<file path="config.mk">
export PLATFORM = sky130hd
export DESIGN_NAME = ctswc_top
export DESIGN_NICKNAME = d
export VERILOG_FILES = /design/src/ctswc_pkg.sv /design/src/ctswc_top.sv /design/src/ctswc_sync.sv
export SDC_FILE = /design/constraint.sdc
export NUM_CORES = 1
export LEC_CHECK = 0
export BUFFER_PORTS_ARGS = -buffer_cell sky130_fd_sc_hd__buf_2
export CORE_MARGIN = 5
export CORE_UTILIZATION = 50
export DETAILED_ROUTE_END_ITERATION = 8
export GPL_TIMING_DRIVEN = 1
export PLACE_DENSITY_LB_ADDON = 0.08
export SLEW_MARGIN = 20
export SYNTH_ARGS = -nofsm -noshare
export SYNTH_HDL_FRONTEND = slang
export SYNTH_SLANG_ARGS = --single-unit
</file>
<file path="constraint.sdc">
create_clock -name i_mclk -period 2.5 [get_ports i_mclk]
set_input_delay 0.5 -clock i_mclk [delete_from_list [all_inputs] [get_ports i_mclk]]
set_output_delay 0.5 -clock i_mclk [all_outputs]
set_load 0.01 [all_outputs]
</file>
<file path="src/ctswc_pkg.sv">
package ctswc_pkg;

	// ****************************************************************
	// Register map
	// ****************************************************************
	localparam logic [7:0] CTSWC_OFS_EXT_OUT = 8'h00;
	localparam logic [7:0] CTSWC_OFS_MODE = 8'h04;
	localparam logic [7:0] CTSWC_OFS_TYPE = 8'h08;
	localparam logic [7:0] CTSWC_OFS_COMM = 8'h0c;
	localparam logic [7:0] CTSWC_OFS_STATUS = 8'h10;

	// ****************************************************************
	// Field positions
	// ****************************************************************
	localparam int CTSWC_EXT_A_BIT = 0;
	localparam int CTSWC_EXT_B_BIT = 1;
	localparam int CTSWC_EXT_SLEEP_BIT = 8;
	localparam int CTSWC_COMM_START_BIT = 0;
	localparam int CTSWC_ST_ASLEEP_BIT = 0;
	localparam int CTSWC_ST_WAKE_BIT = 1;
	localparam int CTSWC_ST_ERR_BIT = 2;
	localparam int CTSWC_ST_BUSY_BIT = 3;
	localparam int CTSWC_ST_HOLD_BIT = 4;
	localparam int CTSWC_ST_WFRAME_BIT = 5;

	// ****************************************************************
	// Reset values and timing
	// ****************************************************************
	localparam logic [31:0] CTSWC_EXT_OUT_RESET = 32'h0000_0003;
	localparam logic [31:0] CTSWC_EXT_OUT_MASK = 32'h0000_0103;
	localparam logic [2:0] CTSWC_TYPE_RESET = 3'h0;
	localparam int CTSWC_IDLE_CYCLES = 16;

	// Transceiver mode setting.
	typedef enum logic [1:0] {
		CTSWC_MODE_NORMAL = 2'h0,
		CTSWC_MODE_SLEEP = 2'h1,
		CTSWC_MODE_ONEWIRE_WAKE = 2'h2,
		CTSWC_MODE_ONEWIRE_FAST = 2'h3
	} ctswc_mode_t;

	// Transceiver type setting.
	typedef enum logic [2:0] {
		CTSWC_TYPE_FAST_DIFF = 3'h0,
		CTSWC_TYPE_FAULT_TOLERANT = 3'h1,
		CTSWC_TYPE_ONEWIRE = 3'h2,
		CTSWC_TYPE_EXTERNAL = 3'h3,
		CTSWC_TYPE_DISCONNECT = 3'h4
	} ctswc_type_t;

	// Power state of the port.
	typedef enum logic [1:0] {
		CTSWC_ST_NORMAL,
		CTSWC_ST_SLEEP,
		CTSWC_ST_WAKE_FRAME
	} ctswc_state_t;

endpackage : ctswc_pkg

</file>
<file path="src/ctswc_top.sv">
// Function
// Sleep bit sleeps controller, clear resumes.
// Sleep bit separate from mode output bits.
// Remote wakeup restores control word to default.
// Clearing sleep bit performs local wakeup.
// Mode codes 0..3, reset normal.
// External type rejects mode setting.
// Sleep rejected unless communication started.
// Asleep: no traffic, transmissions held.
// Wakeup frame wakes, not stored nor acknowledged.
// Wakeup frame end returns to normal.
// Remote node retransmits unacknowledged wakeup frame.
// Remote raises wakeup level before wakeup frame.
// Queued transmissions resume exactly after wakeup.
// Remote wakeup visible in mode and event.
// Onewire wakeup mode only on onewire ports.
// Application times the wakeup level itself.
// Onewire fast mode disables waveshaping.
// Fast mode never combined with sleep.
// Type switch causes no bus disturbance.
// Host stops communication before type change.
// Sleep mode sleeps transceiver and controller.
// Normal after sleep wakes both locally.
// Low bits drive mode outputs, default set.
// Type codes 0..3, 4 disconnects.
// Bus receive synchronised before wake detection.
// Mode changes apply at frame boundary.
//
// Implementation choices: the register offsets and the APB interface to the registers.
module ctswc_top #(
	parameter int IDLE_CYCLES = ctswc_pkg::CTSWC_IDLE_CYCLES
) (
	input wire logic i_mclk,
	input wire logic i_reset_n,
	input wire logic i_psel,
	input wire logic i_penable,
	input wire logic i_pwrite,
	input wire logic [7:0] i_paddr,
	input wire logic [31:0] i_pwdata,
	output logic o_pready,
	output logic [31:0] o_prdata,
	output logic o_pslverr,
	input wire logic i_can_rx,
	input wire logic i_frame_busy,
	output logic o_ctrl_sleep,
	output logic o_xcvr_sleep,
	output logic o_tx_hold,
	output logic o_rx_suppress,
	output logic o_wake_level,
	output logic o_waveshape_off,
	output logic o_disconnect,
	output logic [2:0] o_xcvr_type,
	output logic o_xcvr_mode_out_a,
	output logic o_xcvr_mode_out_b,
	output logic o_wake_event
);
	import ctswc_pkg::*;

	// ****************************************************************
	// Declarations
	// ****************************************************************
	logic rx_sync, acc, wr, reject;
	logic next_pready, next_pslverr;
	logic [31:0] next_prdata;
	logic mode_out_a, mode_out_b, ctrl_sleep_bit;
	logic next_mode_out_a, next_mode_out_b, next_ctrl_sleep_bit;
	logic started, wake_flag, err_flag;
	logic next_started, next_wake_flag, next_err_flag;
	ctswc_mode_t mode, next_mode;
	ctswc_type_t xtype, eff_type, next_xtype, next_eff_type;
	ctswc_state_t state, next_state;
	logic [15:0] idle_cnt, next_idle_cnt;
	logic sleep_req, wake_done, next_wake_level, next_waveshape_off, next_wake_event;
	logic next_ctrl_sleep, next_xcvr_sleep, next_tx_hold, next_rx_suppress;

	// ****************************************************************
	// Bus receive synchroniser
	// ****************************************************************
	// The receive pin is brought into the clock domain before its level is used.
	ctswc_sync #(
		.RESET_VALUE(1'b1)
	) u_rx_sync (
		.i_mclk(i_mclk),
		.i_reset_n(i_reset_n),
		.i_async(i_can_rx),
		.o_sync(rx_sync)
	);

	// ****************************************************************
	// APB slave
	// ****************************************************************
	// One wait state: the answer is prepared, then pready rises.
	assign acc = i_psel && i_penable && o_pready;
	assign wr = acc && i_pwrite;

	// Checks whether a write would be refused and prepares read data.
	always_comb begin
		next_pready = i_psel && i_penable && !o_pready;
		next_prdata = o_prdata;
		next_pslverr = o_pslverr;
		reject = 1'b0;
		case (i_paddr)
			CTSWC_OFS_EXT_OUT: begin
				reject = i_pwrite && (eff_type != CTSWC_TYPE_EXTERNAL);
			end
			CTSWC_OFS_MODE: begin
				if (i_pwrite) begin
					if (eff_type == CTSWC_TYPE_EXTERNAL) begin
						reject = 1'b1;
					end else if (i_pwdata[1:0] == CTSWC_MODE_SLEEP && !started) begin
						reject = 1'b1;
					end else if (i_pwdata[1] && eff_type != CTSWC_TYPE_ONEWIRE) begin
						reject = 1'b1;
					end else if (i_pwdata[1:0] == CTSWC_MODE_ONEWIRE_FAST
						&& state != CTSWC_ST_NORMAL) begin
						reject = 1'b1;
					end else if (i_pwdata[31:2] != 30'h0) begin
						reject = 1'b1;
					end
				end
			end
			CTSWC_OFS_TYPE: begin
				reject = i_pwrite && (started || i_pwdata > 32'h4);
			end
			CTSWC_OFS_COMM, CTSWC_OFS_STATUS: begin
				reject = 1'b0;
			end
			default: begin
				reject = 1'b1;
			end
		endcase
		if (next_pready) begin
			next_pslverr = reject;
			next_prdata = 32'h0;
			if (!i_pwrite) begin
				case (i_paddr)
					CTSWC_OFS_EXT_OUT: begin
						next_prdata[CTSWC_EXT_A_BIT] = mode_out_a;
						next_prdata[CTSWC_EXT_B_BIT] = mode_out_b;
						next_prdata[CTSWC_EXT_SLEEP_BIT] = ctrl_sleep_bit;
					end
					CTSWC_OFS_MODE: begin
						next_prdata[1:0] = mode;
					end
					CTSWC_OFS_TYPE: begin
						next_prdata[2:0] = xtype;
					end
					CTSWC_OFS_COMM: begin
						next_prdata[CTSWC_COMM_START_BIT] = started;
					end
					CTSWC_OFS_STATUS: begin
						next_prdata[CTSWC_ST_ASLEEP_BIT] = (state == CTSWC_ST_SLEEP);
						next_prdata[CTSWC_ST_WAKE_BIT] = wake_flag;
						next_prdata[CTSWC_ST_ERR_BIT] = err_flag;
						next_prdata[CTSWC_ST_BUSY_BIT] = i_frame_busy;
						next_prdata[CTSWC_ST_HOLD_BIT] = o_tx_hold;
						next_prdata[CTSWC_ST_WFRAME_BIT] = (state == CTSWC_ST_WAKE_FRAME);
					end
					default: begin
						next_prdata = 32'h0;
					end
				endcase
			end
		end else if (!i_psel) begin
			next_pslverr = 1'b0;
		end
	end

	// Registers the bus answer.
	always_ff @(posedge i_mclk) begin
		if (!i_reset_n) begin
			o_pready <= 1'b0;
			o_prdata <= 32'h0;
			o_pslverr <= 1'b0;
		end else begin
			o_pready <= next_pready;
			o_prdata <= next_prdata;
			o_pslverr <= next_pslverr;
		end
	end

	// ****************************************************************
	// Configuration registers
	// ****************************************************************
	// Applies software writes; a finished remote wakeup overrides them.
	always_comb begin
		next_mode_out_a = mode_out_a;
		next_mode_out_b = mode_out_b;
		next_ctrl_sleep_bit = ctrl_sleep_bit;
		next_mode = mode;
		next_xtype = xtype;
		next_started = started;
		next_wake_flag = wake_flag;
		next_err_flag = err_flag;
		if (wr && !reject) begin
			case (i_paddr)
				CTSWC_OFS_EXT_OUT: begin
					next_mode_out_a = i_pwdata[CTSWC_EXT_A_BIT];
					next_mode_out_b = i_pwdata[CTSWC_EXT_B_BIT];
					next_ctrl_sleep_bit = i_pwdata[CTSWC_EXT_SLEEP_BIT];
				end
				CTSWC_OFS_MODE: begin
					next_mode = ctswc_mode_t'(i_pwdata[1:0]);
				end
				CTSWC_OFS_TYPE: begin
					next_xtype = ctswc_type_t'(i_pwdata[2:0]);
				end
				CTSWC_OFS_COMM: begin
					next_started = i_pwdata[CTSWC_COMM_START_BIT];
				end
				CTSWC_OFS_STATUS: begin
					if (i_pwdata[CTSWC_ST_WAKE_BIT]) begin
						next_wake_flag = 1'b0;
					end
					if (i_pwdata[CTSWC_ST_ERR_BIT]) begin
						next_err_flag = 1'b0;
					end
				end
				default: begin
					next_started = started;
				end
			endcase
		end
		if (wr && reject) begin
			next_err_flag = 1'b1;
		end
		// A remote wakeup returns the control word and the mode to the communicating default.
		if (wake_done) begin
			next_mode_out_a = CTSWC_EXT_OUT_RESET[CTSWC_EXT_A_BIT];
			next_mode_out_b = CTSWC_EXT_OUT_RESET[CTSWC_EXT_B_BIT];
			next_ctrl_sleep_bit = CTSWC_EXT_OUT_RESET[CTSWC_EXT_SLEEP_BIT];
			next_mode = CTSWC_MODE_NORMAL;
			next_wake_flag = 1'b1;
		end
	end

	// Registers the configuration.
	always_ff @(posedge i_mclk) begin
		if (!i_reset_n) begin
			mode_out_a <= CTSWC_EXT_OUT_RESET[CTSWC_EXT_A_BIT];
			mode_out_b <= CTSWC_EXT_OUT_RESET[CTSWC_EXT_B_BIT];
			ctrl_sleep_bit <= CTSWC_EXT_OUT_RESET[CTSWC_EXT_SLEEP_BIT];
			mode <= CTSWC_MODE_NORMAL;
			xtype <= ctswc_type_t'(CTSWC_TYPE_RESET);
			started <= 1'b0;
			wake_flag <= 1'b0;
			err_flag <= 1'b0;
		end else begin
			mode_out_a <= next_mode_out_a;
			mode_out_b <= next_mode_out_b;
			ctrl_sleep_bit <= next_ctrl_sleep_bit;
			mode <= next_mode;
			xtype <= next_xtype;
			started <= next_started;
			wake_flag <= next_wake_flag;
			err_flag <= next_err_flag;
		end
	end

	// ****************************************************************
	// Sleep and wakeup state machine
	// ****************************************************************
	// External transceivers sleep through the control bit, internal ones through the mode.
	assign sleep_req = (eff_type == CTSWC_TYPE_EXTERNAL) ? ctrl_sleep_bit
		: (mode == CTSWC_MODE_SLEEP);

	// Walks normal, sleep and the wakeup frame.
	always_comb begin
		next_state = state;
		next_idle_cnt = 16'h0;
		wake_done = 1'b0;
		next_eff_type = eff_type;
		case (state)
			CTSWC_ST_NORMAL: begin
				// Sleep and type changes wait until no frame is on the bus.
				if (!i_frame_busy) begin
					next_eff_type = xtype;
					if (sleep_req && started) begin
						next_state = CTSWC_ST_SLEEP;
					end
				end
			end
			CTSWC_ST_SLEEP: begin
				if (!sleep_req) begin
					next_state = CTSWC_ST_NORMAL;
				end else if (!rx_sync) begin
					next_state = CTSWC_ST_WAKE_FRAME;
				end
			end
			CTSWC_ST_WAKE_FRAME: begin
				if (!sleep_req) begin
					next_state = CTSWC_ST_NORMAL;
				end else if (rx_sync) begin
					next_idle_cnt = idle_cnt + 16'h1;
					if (idle_cnt == 16'(IDLE_CYCLES - 1)) begin
						next_state = CTSWC_ST_NORMAL;
						next_idle_cnt = 16'h0;
						wake_done = 1'b1;
					end
				end
			end
			default: begin
				next_state = CTSWC_ST_NORMAL;
			end
		endcase
	end

	// Registers the state machine.
	always_ff @(posedge i_mclk) begin
		if (!i_reset_n) begin
			state <= CTSWC_ST_NORMAL;
			idle_cnt <= 16'h0;
			eff_type <= ctswc_type_t'(CTSWC_TYPE_RESET);
		end else begin
			state <= next_state;
			idle_cnt <= next_idle_cnt;
			eff_type <= next_eff_type;
		end
	end

	// ****************************************************************
	// Transceiver and controller outputs
	// ****************************************************************
	// Derives the pin levels; speed and level modes change between frames only.
	always_comb begin
		next_ctrl_sleep = (state == CTSWC_ST_SLEEP);
		next_xcvr_sleep = (state == CTSWC_ST_SLEEP) && (eff_type != CTSWC_TYPE_EXTERNAL);
		next_tx_hold = (state != CTSWC_ST_NORMAL);
		next_rx_suppress = (state != CTSWC_ST_NORMAL);
		next_wake_level = o_wake_level;
		next_waveshape_off = o_waveshape_off;
		if (!i_frame_busy) begin
			next_wake_level = (state == CTSWC_ST_NORMAL) && (eff_type == CTSWC_TYPE_ONEWIRE)
				&& (mode == CTSWC_MODE_ONEWIRE_WAKE);
			next_waveshape_off = (state == CTSWC_ST_NORMAL) && (eff_type == CTSWC_TYPE_ONEWIRE)
				&& (mode == CTSWC_MODE_ONEWIRE_FAST);
		end
		next_wake_event = wake_done;
	end

	// Registers every transceiver and controller output pin.
	always_ff @(posedge i_mclk) begin
		if (!i_reset_n) begin
			o_ctrl_sleep <= 1'b0;
			o_xcvr_sleep <= 1'b0;
			o_tx_hold <= 1'b0;
			o_rx_suppress <= 1'b0;
			o_wake_level <= 1'b0;
			o_waveshape_off <= 1'b0;
			o_disconnect <= 1'b0;
			o_xcvr_type <= CTSWC_TYPE_RESET;
			o_xcvr_mode_out_a <= CTSWC_EXT_OUT_RESET[CTSWC_EXT_A_BIT];
			o_xcvr_mode_out_b <= CTSWC_EXT_OUT_RESET[CTSWC_EXT_B_BIT];
			o_wake_event <= 1'b0;
		end else begin
			o_ctrl_sleep <= next_ctrl_sleep;
			o_xcvr_sleep <= next_xcvr_sleep;
			o_tx_hold <= next_tx_hold;
			o_rx_suppress <= next_rx_suppress;
			o_wake_level <= next_wake_level;
			o_waveshape_off <= next_waveshape_off;
			o_disconnect <= (eff_type == CTSWC_TYPE_DISCONNECT);
			o_xcvr_type <= eff_type;
			o_xcvr_mode_out_a <= mode_out_a;
			o_xcvr_mode_out_b <= mode_out_b;
			o_wake_event <= next_wake_event;
		end
	end

endmodule : ctswc_top

</file>
<file path="src/ctswc_sync.sv">
module ctswc_sync #(
	parameter logic RESET_VALUE = 1'b1
) (
	input wire logic i_mclk,
	input wire logic i_reset_n,
	input wire logic i_async,
	output logic o_sync
);

	logic stage_a;
	logic next_stage_a;
	logic next_sync;

	// Two flip-flops in series; only the second one is read outside.
	always_comb begin
		next_stage_a = i_async;
		next_sync = stage_a;
	end

	// Registers the synchroniser chain.
	always_ff @(posedge i_mclk) begin
		if (!i_reset_n) begin
			stage_a <= RESET_VALUE;
			o_sync <= RESET_VALUE;
		end else begin
			stage_a <= next_stage_a;
			o_sync <= next_sync;
		end
	end

endmodule : ctswc_sync

</file>
# Word-level counts from Yosys, hierarchy flattened
# Index checks and enable logic that the tools add are counted.
# Widths: inputs -> output; s select.
totals:
  inputBits: 47
  out_inout_bits: 47
  wordCells: 133
  regBits: 80
classes:
  n_mux: 36
  bitwise_logic: 5
  eq_ne: 23
  reduce_logical: 41
  order_cmp: 1
  add_sub_neg: 1
ops:
  columns: ["operator", "n"]
  rows:
  - ["$gt 32x3->1 const B", 1]
  - ["$reduce_bool 30->1", 1]
  - ["$mux 1", 22]
  - ["$add 16x1->16 const B", 1]
  - ["$eq 16x4->1 const B", 1]
  - ["$eq 8x4->1 const B", 2]
  - ["$logic_and 1x1->1", 16]
  - ["$mux 2", 7]
  - ["$reduce_bool 2->1", 7]
  - ["$ne 3x2->1 const B", 4]
  - ["$reduce_and 2->1", 5]
  - ["$mux 9", 1]
  - ["$eq 2x2->1 const B", 4]
  - ["$eq 8x3->1 const B", 1]
  - ["$eq 8x5->1 const B", 1]
  - ["$logic_not 8->1", 1]
  - ["$pmux 1 s4", 2]
  - ["$eq 2x1->1 const B", 3]
  - ["$eq 3x2->1 const B", 2]
  - ["$pmux 2 s3", 1]
  - ["$reduce_and 3->1", 2]
  - ["$not 1->1", 5]
  - ["$pmux 1 s5", 1]
  - ["$reduce_and 5->1", 1]
  - ["other kinds (11)", 15]

# Longest topological paths before layout
# Gate-level depths: netlist of run 1.
depth:
  depth_word: 12
  mapped_depth: 7
  depth_no_buf: 6

# Hierarchy
# A second synthesis of run 1 with hierarchy kept.
hier_totals:
  hier_cells: 303
  area_unflattened_um2: 2707.6
modules_own_cells:
  columns: ["mod", "area_per_inst_um2", "n_inst", "seq_area_each_um2", "cells_per_inst"]
  rows:
  - ["ctswc_top", 2655.0, 1, 1061.0, 299]
  - ["ctswc_sync", 52.6, 1, 40.0, 4]

# Worst setup path before layout of run 1
# No wires, ideal clock.
synth_path:
  path_type: "input-to-reg"
  from: "input i_paddr[2]"
  to: "register mode_out_b"
  setup_ns: 0.129
  t_required_ns: 2.371
  path_stages: 7
  arrival_time_ns: 1.710
  setup_slack_ns: 0.662
  path_buffers: 2
  cell_sequence: "clkbuf_1 -> nor2_2 -> nand4b_1 -> or3_1 -> clkbuf_1 -> mux2i_1 -> nand2_1"
synth_between:
  elab_chain_cells: 6
  word_cells_on_any_way: 10
  classes_between: "eq/ne (4); mux (1); reduce/logical (5)"
synth_lines:
  columns: ["element", "line_no", "text"]
  rows:
  - ["start, declared", "ctswc_top.sv:38", "input wire logic [7:0] i_paddr,"]
  - ["$eq 8x5->1 / $eq 8x4->1 (equally long branches)", "ctswc_top.sv:102", "case (i_paddr)"]
  - ["$reduce_or 2->1", "ctswc_top.sv:102", null]
  - ["$pmux 1 s4", "ctswc_top.sv:102", null]
  - ["$logic_not 1->1", "ctswc_top.sv:195", "if (wr && !reject) begin"]
  - ["$logic_and 1x1->1", "ctswc_top.sv:195", null]
  - ["$reduce_and 2->1 (no line) *", null, null]
  - ["end signal, assigned", "ctswc_top.sv:241", "mode_out_b <= CTSWC_EXT_OUT_RESET[CTSWC_EXT_B_BIT];"]
  - ["end signal, assigned", "ctswc_top.sv:250", "mode_out_b <= next_mode_out_b;"]
  - ["end, declared", "ctswc_top.sv:65", "logic mode_out_a, mode_out_b, ctrl_sleep_bit;"]
# Mark *: on every way between the ends. The rest lies on a longest branch, timed or not.
# A chain may end at the register's enable or synchronous reset.

# Final worst setup path of run 1
layout_path:
  from: "register idle_cnt[13]"
  to: "register idle_cnt[12]"
layout_between:
  elab_chain_cells: 2
layout_lines:
  columns: ["element", "line_no", "text"]
  rows:
  - ["start, declared", "ctswc_top.sv:72", "logic [15:0] idle_cnt, next_idle_cnt;"]
  - ["start signal, assigned", "ctswc_top.sv:316", "idle_cnt <= next_idle_cnt;"]
  - ["$eq 16x4->1", "ctswc_top.sv:295", "if (idle_cnt == 16'(IDLE_CYCLES - 1)) begin"]
  - ["$reduce_or 5->1 (no line)", null, null]
# No other way between the ends.

==> results of run 1 <==
-- final timing paths --
check,slack [ns],endpoint,cells after the start
min,0.38,u_rx_sync.next_sync$_SDFF_PN1_,2
max,0.67,idle_cnt[12]$_SDFF_PP0_,5
max reg2reg,0.67,idle_cnt[12]$_SDFF_PP0_,5
min reg2reg,0.42,u_rx_sync.o_sync$_SDFF_PN1_,1
-- per-stage QoR --
stage	std cells	cell area, sq um	power, mW	setup slack, ns
floorplan	329	2750	0.988	0.662
global placement	437	2960	1.01	0.482
detailed placement	437	2960	1.02	0.430
CTS	445	3050	1.48	0.650
global route	445	3050	1.54	0.497
finish	445	3050	1.46	0.666
-- Yosys cell counts (all sizes together), types with 3 or more instances --
master  instances  area [sq um]
nor2           47           184
nand2          17          63.8
or4             3          22.5
buf            29           230
and3            5          31.3
a21oi           6          30.0
clkbuf          6          22.5
dfxtp          55          1100
o211ai          3          22.5
nor3            6          30.0
nand2b          4          25.0
o21ai           5          25.0
mux2i           7          70.1
nand3          16          80.1
and2            4          26.3
nand4          12          75.1
nor2b           6          37.5
xor2            7          61.3
xnor2           7          61.3
and4            3          26.3
nor4            9          71.3
a22oi           7          52.6
inv             8          30.0
-- routing by layer --
metal,routed length (um),track usage [%],vias to the layer above
met1,2610,21.5,1027
li1,-,-,1162
met3,284,3.96,6
met4,71,4.75,0
met5,0,0,-
met2,2970,30.0,48
-- registers in the layout, indices dropped and copies added (netlist names), 2 cells and up --
register and flops:
o_prdata 7, state 2, eff_type 3, xtype 3, o_xcvr_type 3, idle_cnt 16
mode 2
-- area by class of cell --
type / instances / area [sq um] / share of cell area, %
clock buffers: 6 / 72.6 / 2.38
clock inverters: 2 / 12.5 / 0.411
inverters: 9 / 33.8 / 1.11
multi-input cells: 230 / 1360 / 44.7
flip-flops and latches: 55 / 1100 / 36.1
well taps: 70 / 87.6 / 2.87
repair buffers: 73 / 378 / 12.4
-- worst max-delay path, stage by stage (launching register included) --
cell,delay (ns)
sky130_fd_sc_hd__dfxtp_1,0.35
sky130_fd_sc_hd__or4_1,0.58
sky130_fd_sc_hd__nor4_4,0.36
sky130_fd_sc_hd__or3b_1,0.16
sky130_fd_sc_hd__buf_4,0.21
sky130_fd_sc_hd__nor2_1,0.07
-- cell families (layout without fill, tap and decap cells) --
group                    Yosys count  after routing
flip-flops                        55             55
AO/OA/AOI/OAI                     37             37
multiplexers                       8              8
XOR/XNOR                          14             14
adder cells (fa/ha/maj)            1              1
other                              1             25
buffers and inverters             44             90
AND/OR/NAND/NOR                  145            145
-- power by group through the flow --
stage	Combinational [mW]	Clock [mW]	Sequential (mW)
6_report	0.117	0.464	0.880
2_1_floorplan	0.0867	0	0.901
4_1_cts	0.116	0.486	0.881
3_3_place_gp	0.114	0	0.901
3_5_place_dp	0.115	0	0.901
5_1_grt	0.130	0.524	0.882
==> impl.org, run 1 <==
** Timing
- The tightest hold path in the finished design has a slack of 0.382 ns.
- The number of max-slew violations in the final report came to 0.
- RSZ-0062 raised after global routing :: false
- After routing, the total negative slack on setup checks comes to 0 ns.
- Top achievable clock speed :: 545 MHz
- Counting I/O delays and the setup requirement, the final critical path takes 1.83 ns.
- Final Hold Fails :: 0
- Final clock period utilization by the worst path :: 73.4%
- Setup violations remaining at the end of the flow were counted as 0.
- Worst-margin pin slew :: 0.795 ns
- The clock arrives with 0.00613 ns of skew.
- Relative max-transition margin :: 46.6%

** Power and ir drop
- Combinational cells account for 8.0% of the total power.
- Sequential share of power :: 60.3%
- The analysis attributes to net switching a power of 0.343 mW.
- Worst supply voltage drop on vdd :: 0.358 mV
- Internal power contribution :: 1.12 mW
- Net switching is 23.5% of the power.
- Pwr dens :: 480 nW/um^2
- Leakage Power :: 1.25 nW
- The clock network accounts for 31.8% of the total power.

** Logic synthesis
- Counting every instance in the synthesized netlist gives 305.
- Of all flip-flops after synthesis, the portion carrying an async set or reset was 0%.
- Total of flip-flops plus latches after synthesis :: 55
- Yosys printed 0 warnings.
- Share of the synthesized area in compound gates (AO/OA/AOI/OAI) :: 9.98%
- Mean Syn Cell Area :: 8.72 sq um
- By area, the combinational part of the netlist is dominated by simple AND/OR/NAND/NOR gates.
- The mapped netlist covers 2660 sq um.
- After Yosys synthesis, and, or, nand and nor cells account for 29.1% of the synthesized area.
- Dominant register cell in the synthesized netlist :: sky130_fd_sc_hd__dfxtp_1
- The synthesized design contains 0 enable-type register cells.
- Proportion of synthesized area in mux cells :: 3.48%
- Summing the sequential cell areas from Yosys gives 41.4% of the chip area.
- XOR/XNOR share of the synthesized area :: 4.61%
- In this run, distinct cell masters in the synthesized netlist total 55.
- After Yosys synthesis, full adders, half adders and majority gates account for 0.471% of the synthesized area.

** Job
- Number of violations of the max-capacitance limit :: 0

** Clock network
- The tree built by TritonCTS fans out to 55 sinks.
- Clock latency on the worst-skew pair, taken at its later pin, is 0.30 ns.
- TritonCTS built the clock tree.
- Hold-fix buffer count after cts :: 0
- Post-CTS setup buffer count :: 0
- In this run the deepest clock path goes through 2 buffers.
- Clock tree root driver cell :: sky130_fd_sc_hd__clkbuf_8
- Number of buffers added by the clock tree synthesis step :: 5
- Worst-path clk slew :: 0.09 ns
- Gates resized during post-CTS repair numbered 0.
- The H-tree was split into 2 levels.

** Final layout
- The repair_antennas step left the layout with diodes totalling 0.
- Area Overhead vs Synth :: 14.6%
- Leaving out fill and tap cells, the most frequent cell in the layout is sky130_fd_sc_hd__buf_2.
- Most used cells in the layout excluding fill and tap cells :: 68 x sky130_fd_sc_hd__buf_2, 55 x sky130_fd_sc_hd__dfxtp_1, 44 x sky130_fd_sc_hd__nor2_1
- For this run, the share of the core covered by cells in the final layout is 59.3%.
- Final layout net count :: 422
- Fill cells in the final layout number 513.
- The post-route netlist has 24.0% of its cells at a drive strength greater than 1.

** Global routing
- Entering global routing, the biggest net connects 22 pins.
- Global router's overall resource usage :: 17.3%
- Total global routing overflow :: 0
- First-pass GRT wire length :: 10.1 mm
- The number of global-route vias before repair is 2168.
- Antenna violations before repair :: 0

** Floorplan
- Top Ports :: 94
- The die covers 6880 sq um.
- Die width :: 82.9 um
- Site row count :: 26
- The floorplan step set the die height to 82.9 um.
- For this configuration, the core starts out at a cell density of 51.7%.
- Core footprint :: 5140 sq um

** Placed design
- The wire-length estimate of the detail-placed layout is 4.70 mm.
- At the end of routability-driven placement, the weighted congestion stood at 0.937.
- Count of input and output buffers :: 68

** Route
- Per-cell routed wire length :: 13.3 um
- The count of nets left with antenna violations once routing finished came out at 0.
- Count of routing violations after the opening detailed-route iteration :: 153
- Overall via count from detail_route :: 2243
- The final layout contains routed wiring with a total length of 5.94 mm.
- Number of vias per cell after detailed routing :: 5.04
- DRC violation count after routing :: 0
- For this run, the detailed router's first-pass iteration total came to 4.

** Critical path
- Worst r2r src :: idle_cnt[13]$_SDFF_PP0_
- Worst setup path startpoint :: idle_cnt[13]$_SDFF_PP0_
- The worst setup path is captured at a flop.
- The worst setup path is of the flop to flop kind.
- Arrival time at the worst endpoint :: 2.02 ns
- Maximum fanout along the worst path :: 16
- STA puts the critical path data required time at 2.69 ns.
- STA classifies the critical path startpoint as a flop.

** Min path
- Beginning of the worst hold path :: i_can_rx
- Type of the worst min-delay path :: input port to flop

** Status
- The run finished with clean final reports.
No activity file was read; power rests on OpenSTA's default activity.
==> run 2, diff against run 1 <==
- ABC_AREA: default -> 1
- CORE_UTILIZATION: 50 -> 46
- clock period: 2.5 -> 1.6 ns (I/O delays scaled with it)
==> run 2 against run 1 <==
  * The run now ends with negative setup slack left
  * Die area is 17% higher
  * Power is 69% higher
  * Non-clock buffer count is 44 higher
  * Sequential share of layout area is 7.5 points lower
  * Via count is 26% higher
  * Clock skew is 0.0089 ns higher
  * Clock power is 66% higher
  * Utilization is 3.0 points higher
  * First-iteration DRC count is 44% lower
  * Area after synthesis is 9.4% higher
  * Combinational power is 150% higher
  * Critical endpoint is now idle_cnt[14]$_SDFF_PP0_
==> impl.org, run 2 <==
** Logic synthesis
- The number of register bits inferred by synthesis came to 55 (unchanged).
- The share of Yosys cell area claimed by the top area cell type is 37.9% (-3.5 points).
- The count of mapped cells out of synthesis came to 410 (+34%).
- Cell variety after synth :: 42 (-24%)
- Most frequent cells after synthesis :: 77 x sky130_fd_sc_hd__nand2_1, 72 x sky130_fd_sc_hd__nor2_1, 56 x sky130_fd_sc_hd__inv_1, 55 x sky130_fd_sc_hd__dfxtp_1, 26 x sky130_fd_sc_hd__buf_4
- The largest total area in the synthesized netlist belongs to sky130_fd_sc_hd__dfxtp_1.
- Yosys attributes the largest share of cell area to sky130_fd_sc_hd__dfxtp_1 38%, sky130_fd_sc_hd__nand2_1 9.9%, sky130_fd_sc_hd__nor2_1 9.3%, sky130_fd_sc_hd__inv_1 7.2%, sky130_fd_sc_hd__buf_4 6.7%.
- For this run, the leading register cell type out of synthesis is sky130_fd_sc_hd__dfxtp_1.
- Async set or reset register ratio after synthesis :: 0% (unchanged)
- The number of synthesis warnings is 0 (unchanged).
- Mean Syn Cell Area :: 7.09 sq um (-19%)
- Proportion of synthesized chip area in sequential cells :: 37.9% (-3.5 points)
- The number of enable-type register cells in the synthesized netlist is 0 (unchanged).
- The netlist area before placement is 2910 sq um (+9.4%).
- Among all cell types in the netlist, the one instantiated most often is sky130_fd_sc_hd__nand2_1.

** Critical path
- The largest stage delay on the critical path was 0.37 ns (-0.21 ns).
- The critical path data arrival time was 1.90 ns (-0.12 ns).
- Critical path required time :: 1.80 ns (-0.89 ns)
- The worst setup path is launched from a flop.
- Cell repeated most along the worst path :: sky130_fd_sc_hd__inv_2
- The maximum net fanout on the critical path came to 3 (-13).
- Worst-path cell chain :: ha_4, nand2_2, inv_2, nand2_4, inv_2, nand3_2, inv_2, nand4_1, nor3_2, nand2_1, nor2_2, nand3_1, nand2_1, nor2_1
- Cell type of the slowest stage on the worst timing path :: sky130_fd_sc_hd__dfxtp_2
- STA classifies the critical path endpoint as a flop.
- Worst Setup Path Type :: flop to flop

** Route
- The number of vias per cell after detailed routing came to 4.67 (-7.4%).
- The wire length after detailed routing came to 7.05 mm (+19%).
- Overall via count from detail_route :: 2832 (+26%)
- The total DRC errors in the routed layout came to 0 (unchanged).
- Count of routing violations after the opening detailed-route iteration :: 85 (-44%)
- The number of routed nets with antenna violations came to 0 (unchanged).
- The number of detailed-routing iterations run before antenna repair was 4 (unchanged).
- The final routed wire length divided by cell count came to 11.6 um (-13%).

** Final layout
- The number of nets in the layout was 577 (+37%).
- Number of standard cells in the final layout excluding fillers :: 607 (+36%)
- Flip-flop count of the largest register after layout :: 16 (unchanged)
- The antenna diode count was 0 (unchanged).
- Most common library cell in the layout ignoring fill and taps :: sky130_fd_sc_hd__nand2_1
- In the final layout, the registers with the most flip-flops are idle_cnt: 16 flops, o_prdata: 7 flops.
- Most used cells in the layout excluding fill and tap cells :: 71 x sky130_fd_sc_hd__nand2_1, 68 x sky130_fd_sc_hd__buf_2, 65 x sky130_fd_sc_hd__nor2_1
- The layout cell share with drive strength beyond 1 came to 37.9% (+14 points).
- Relative to the synthesized area, the layout overhead comes to 33.6%.
- The register with the most flip-flops in the final layout is idle_cnt.

** Timing
- The total negative slack for setup checks was -0.471 ns (-0.471 ns).
- Final clock period utilization by the worst path :: 106% (+33 points)
- Setup repair after global routing could not meet its margin everywhere.
- Final critical path time including I/O delays and setup :: 1.70 ns (-0.135 ns)
- The worst slew margin relative to its limit came to 65.2% (+19 points).
- Final Skew :: 0.0151 ns (+0.00892 ns)
- The number of max-slew violations in the final report is 0 (unchanged).
- The maximum achievable frequency is 589 MHz (+8.0%).
- Final Hold Fails :: 0 (unchanged)
- The final setup slack of the worst path was -0.0986 ns (-0.765 ns).
- Final-report setup violation count :: 8 (+8)
- The slew at the pin closest to its max-slew limit is 0.522 ns (-0.273 ns).

** Clock network
- TritonCTS built the clock tree.
- Hold-fix buffer count after cts :: 0 (unchanged)
- Clock tree root driver cell :: sky130_fd_sc_hd__clkbuf_8
- Maximum clock path buffer count :: 2 (unchanged)
- The sink count of the clock tree was 55 (unchanged).
- The number of H-tree branching levels was 2 (unchanged).
- Clk_lat worst skew :: 0.31 ns (about the same)
- Number of buffers added by the clock tree synthesis step :: 5 (unchanged)
- The CTS clock-pin slew for the worst setup and hold paths is 0.11 ns (+0.02 ns).

** Status
- The checks that failed: negative setup slack.
- The flow ran to the end, but the final reports show violations.

** Floorplan
- The top-level port count was 94 (unchanged).
- Site row count :: 29 (+12%)
- The total core area was 6240 sq um (+21%).
- The initial cell density of the core came to 46.6% (-5.1 points).
- Die width :: 89.5 um (+7.9%)
- Area enclosed by the die boundary :: 8010 sq um (+17%)
- Die outline height :: 89.5 um (+7.9%)

** Power and ir drop
- Sequential share of power :: 57.0% (-3.3 points)
- The total internal power came to 1.82 mW (+63%).
- The static leakage was 1.82 nW (+46%).
- The switching component of the power was 0.642 mW (+87%).
- The worst IR drop on VDD came to 0.644 mV (+80%).
- The power consumption was 2.46 mW (+69%).
- Pwr dens :: 634 nW/um^2 (+32%)
- Combinational fraction of design power :: 11.6% (+3.6 points)
- The power share of the clock group was 31.3% (-0.5 points).
- Fraction of power spent switching nets :: 26.1% (+2.6 points)

** Placed design
- Estimated wirelength of the detail-placed design :: 5.51 mm (+17%)
- The placed instance count is 591 (+35%).
- Count of input and output buffers :: 68 (unchanged)
- Dpl ws :: -0.152 ns (-0.582 ns)
- The routability congestion estimate was 0.881 (-6.0%).

** Job
- Number of violations of the max-capacitance limit :: 0 (unchanged)

** Global routing
- Largest net degree at the start of global routing :: 19 (-14%)
- Total global routing overflow :: 0 (unchanged)
- Vias in the first global route :: 2680 (+24%)
- The total routing usage reported by global routing was 18.0% (+0.73 points).
- Antenna violations before repair :: 0 (unchanged)
- The first-pass GRT wire length came to 11.5 mm (+14%).

** Min path
- In this run the worst hold path is classified as input port to flop.
==> run 2: path summary, 6_finish.rpt <==
| kind | startpoint | end | slack, ns | depth (start not counted) |
|---|---|---|---|---|
| hold / removal | i_can_rx | u_rx_sync.next_sync$_SDFF_PN1_ | 0.20 | 2 |
| setup / recovery | idle_cnt[0]$_SDFF_PP0_ | idle_cnt[14]$_SDFF_PP0_ | -0.1 | 14 |
| setup reg to reg | idle_cnt[0]$_SDFF_PP0_ | idle_cnt[14]$_SDFF_PP0_ | -0.1 | 14 |
| hold reg to reg | u_rx_sync.next_sync$_SDFF_PN1_ | u_rx_sync.o_sync$_SDFF_PN1_ | 0.42 | 1 |
==> run 2: power groups by stage <==
stage / Sequential, mW / Clock [mW] / Combinational [mW]
2_1_floorplan: 1.44 / 0 / 0.167
3_3_place_gp: 1.43 / 0 / 0.262
3_5_place_dp: 1.43 / 0 / 0.265
4_1_cts: 1.40 / 0.803 / 0.268
5_1_grt: 1.41 / 0.877 / 0.323
6_report: 1.41 / 0.772 / 0.287
==> run 2: cells by family after synthesis <==
family                   after synthesis  share of synthesized area (%)
flip-flops                            55                           37.9
adder cells (fa/ha/maj)                1                          0.430
AND/OR/NAND/NOR                      221                           37.5
buffers and inverters                 92                           15.5
AO/OA/AOI/OAI                         38                           7.96
XOR/XNOR                               2                          0.603
other                                  1                          0.129
==> run 2: final cells by class <==
| type | instances | area (sq um) |
|---|---|---|
| repair buffers | 117 | 723 |
| fillers | 624 | 2350 |
| clock buffers | 5 | 68.8 |
| flip-flops and latches | 55 | 1110 |
| clock inverters | 3 | 22.5 |
| multi-input cells | 287 | 1610 |
| well taps | 77 | 96.3 |
| repair inverters | 1 | 7.51 |
| inverters | 62 | 243 |
==> run 2: layer usage <==
layer	GRT usage, %	wire length, um	vias to the layer above
li1	-	-	1479
met1	22.4	2990	1287
met2	31.7	3680	56
met3	3.69	251	10
met4	4.60	125	0
met5	0	0	-
==> run 2: worst max-delay path, delay by kind of cell, from the launching register on <==
kind / cells / cell delay (ns)
DFF: 1 / 0.37
and+or+nand+nor: 10 / 0.88
adders and majority gates: 1 / 0.14
buffers and inverters: 3 / 0.20
==> run 2: what timing repair did <==
action / 4_1_cts / 5_1_grt
cloned: 1 / 0
pin swaps: 1 / 11
endpoints found under the setup margin: 22 / 31
resized for setup: 14 / 44
setup buffers: 4 / 3
hold endpoints to repair: 0 / 0
==> run 2: through the flow <==
step	cell area [sq um]	hold WS, ns	util [%]
CTS	3700	0.192	59.3
floorplan	3000	0.393	-
global route	3890	0.181	62.3
finish	3890	0.199	62.3
global placement	3530	0.404	56.6
detailed placement	3530	0.404	56.6
==> run 3, diff against run 2 <==
- MAX_ROUTING_LAYER: default -> met4
- TNS_END_PERCENT: default -> 10
==> run 3 against run 2 <==
  * The run still ends with negative setup slack left
  * Cell area is 4.3% lower
  * Final cell count is 1.2% lower
  * Clock power shrank 0.5%
  * Combinational power decreased by 5%
  * Utilization decreased by 2.7 points
  * Critical path type unchanged
  * Critical endpoint unchanged
  * Largest power group unchanged
  * Highest routed layer unchanged
==> impl.org, run 3 (synthesized netlist as in run 2, its figures left out) <==
** Placed design
- The count of input and output buffers was 68 (unchanged).
- Estimated wirelength of the detail-placed design :: 5.51 mm (unchanged)
- Dpl ws :: -0.152 ns (unchanged)
- The routability congestion estimate was 0.896 (+1.7%).
- The placed instance count was 591 (unchanged).

** Timing
- Final Skew :: 0.0139 ns (-0.00111 ns)
- The final-report setup violation count was 10 (+2).
- Setup repair after global routing could not meet its margin everywhere.
- Final Hold Fails :: 0 (unchanged)
- The tightest hold margin was 0.202 ns (+0.00251 ns).
- The clock period minus worst slack came to 1.67 ns (-0.0258 ns).
- The final cycle utilization of the critical path came to 105% (-1.6 points).
- The final setup slack of the worst path is -0.0728 ns (+0.0258 ns).
- The number of max-slew violations in the final report is 0 (unchanged).
- Top achievable clock speed :: 598 MHz (+1.5%)

** Power and ir drop
- Final Total Pwr :: 2.44 mW (-0.87%)
- Leakage Power :: 1.82 nW (-0.27%)
- The worst IR drop on VDD was 0.651 mV (+1.1%).
- Pwr dens :: 657 nW/um^2 (+3.6%)

** Global routing
- Total global routing overflow :: 0 (unchanged)
- The number of global-route vias before repair is 2644 (-1.3%).
- Global router's overall resource usage :: 18.3% (+0.25 points)
- First-pass GRT wire length :: 11.3 mm (-1.6%)
- Antenna violations before repair :: 0 (unchanged)
- Largest net degree at the start of global routing :: 19 (unchanged)

** Floorplan
- The die extent in x is 89.5 um (unchanged).
- Area enclosed by the die boundary :: 8010 sq um (unchanged)
- The total core area came to 6240 sq um (unchanged).
- The number of cell rows was 29 (unchanged).
- The top-level port count was 94 (unchanged).
- Starting density of the core :: 46.6% (unchanged)
- The floorplan die height came to 89.5 um (unchanged).

** Critical path
- The required time at the worst-slack endpoint was 1.80 ns (about the same).
- STA classifies the critical path startpoint as a flop.
- By startpoint and endpoint, the worst setup path is classified as flop to flop.
- The critical path data arrival time came to 1.87 ns (-0.03 ns).
- Critical Path Sink Type :: flop
- Cell type of the slowest stage on the worst timing path :: sky130_fd_sc_hd__dfxtp_2
- The largest stage delay on the critical path came to 0.37 ns (about the same).
- Maximum fanout along the worst path :: 3 (unchanged)
- Worst-path cell chain :: ha_4, nand2_1, inv_2, nand2_4, inv_2, nand3_2, inv_2, nand4_1, nor3_2, nand2_1, nor2_2, nand3_1, nand2_1, nor2_1

** Final layout
- Diode insertion count for antenna repair :: 0 (unchanged)
- Flip-flop count of the largest register after layout :: 16 (unchanged)
- The layout cell share with drive strength beyond 1 came to 34.2% (-3.7 points).
- In the layout the commonest cells are 75 x sky130_fd_sc_hd__nand2_1, 68 x sky130_fd_sc_hd__buf_2, 66 x sky130_fd_sc_hd__nor2_1.
- The largest registers in the layout are idle_cnt: 16 flops, o_prdata: 7 flops.
- Area Overhead vs Synth :: 27.8%
- Number of standard cells in the final layout excluding fillers :: 600 (-1.2%)
- Final Core Density :: 59.6% (-2.7 points)
- Final layout net count :: 570 (-1.2%)
- Most common library cell in the layout ignoring fill and taps :: sky130_fd_sc_hd__nand2_1
- More flip-flops sit in one register than any other, and that register is idle_cnt.

** Route
- The violation count after the first detailed-route iteration is 83 (-2.4%).
- The total DRC errors in the routed layout is 0 (unchanged).
- Number of search-and-repair iterations in the first detailed-routing pass :: 4 (unchanged)
- The number of routed nets with antenna violations was 0 (unchanged).
- The final routed wire length divided by cell count was 11.3 um (-2.7%).
- The total vias in the final route is 2760 (-2.5%).
- Number of vias per cell after detailed routing :: 4.60 (-1.4%)
- Total wire length after detailed routing :: 6.78 mm (-3.8%)

** Status
- The run finished, with violations left.
- Failing checks :: negative setup slack

** Clock network
- The later-pin clock latency in the skew report is 0.31 ns (about the same).
- Clock tree from TritonCTS :: done
- Clock tree root driver cell :: sky130_fd_sc_hd__clkbuf_8
- The CTS clock-pin slew for the worst setup and hold paths was 0.11 ns (about the same).
- The number of buffers on the longest clock path is 2 (unchanged).
- H-tree level count :: 2 (unchanged)
- The sink count of the clock tree came to 55 (unchanged).
- The total CTS buffers is 5 (unchanged).

** Min path
- Type of the worst min-delay path :: input port to flop

** Job
- Number of violations of the max-capacitance limit :: 0 (unchanged)
==> run 3: cell types whose count changed in the layout (fill, tap and decap cells not counted), sizes merged <==
cell,delta
buf,-6
clkinvlp,-1
==> run 3: path summary, 6_finish.rpt <==
path | startpoint | to | slack [ns] | cells after the start
worst max-delay path | idle_cnt[0]$_SDFF_PP0_ | idle_cnt[14]$_SDFF_PP0_ | -0.07 | 14
worst min-delay path | i_can_rx | u_rx_sync.next_sync$_SDFF_PN1_ | 0.20 | 2
worst max register to register | idle_cnt[0]$_SDFF_PP0_ | idle_cnt[14]$_SDFF_PP0_ | -0.07 | 14
worst min register to register | u_rx_sync.next_sync$_SDFF_PN1_ | u_rx_sync.o_sync$_SDFF_PN1_ | 0.42 | 1
==> run 3: per-layer routing <==
metal,up-vias,routed length (um),GRT usage (%)
li1,1459,-,-
met2,48,3540,31.3
met3,6,234,3.50
met5,-,0,-
met1,1247,2950,22.3
met4,0,55,4.19
==> run 3: final cells by class <==
cell class,instances,area (sq um)
repair buffers,111,663
inverters,62,235
clock buffers,5,68.8
well taps,77,96.3
flip-flops and latches,55,1110
fillers,640,2520
multi-input cells,287,1530
clock inverters,3,22.5
==> run 3: critical path, delay by kind of cell, from the launching register on <==
kind | cells | cell delay [ns]
and+or+nand+nor | 10 | 0.87
DFF | 1 | 0.37
adders and majority gates | 1 | 0.13
buffers and inverters | 3 | 0.19
==> run 3: metrics by stage <==
stage                     setup TNS, ns  area (sq um)
final                            -0.326          3720
after global routing              -3.43          3720
after CTS                        -0.307          3660
after detailed placement          -1.52          3530
after global placement           -0.952          3530
after floorplan                       0          3000
==> run 3: report_power, final <==
group / total [mW] / switching, mW / internal [mW]
clock: 0.768 / 0.454 / 0.315
combinational: 0.273 / 0.161 / 0.112
sequential: 1.40 / 0.0131 / 1.39
==> run 3: repair_timing <==
item                       in CTS  in global routing
hold buffers                    0                  0
resized for setup              11                 15
buffers inserted                1                  0
pin swaps                       1                  5
setup endpoints to repair      22                 31
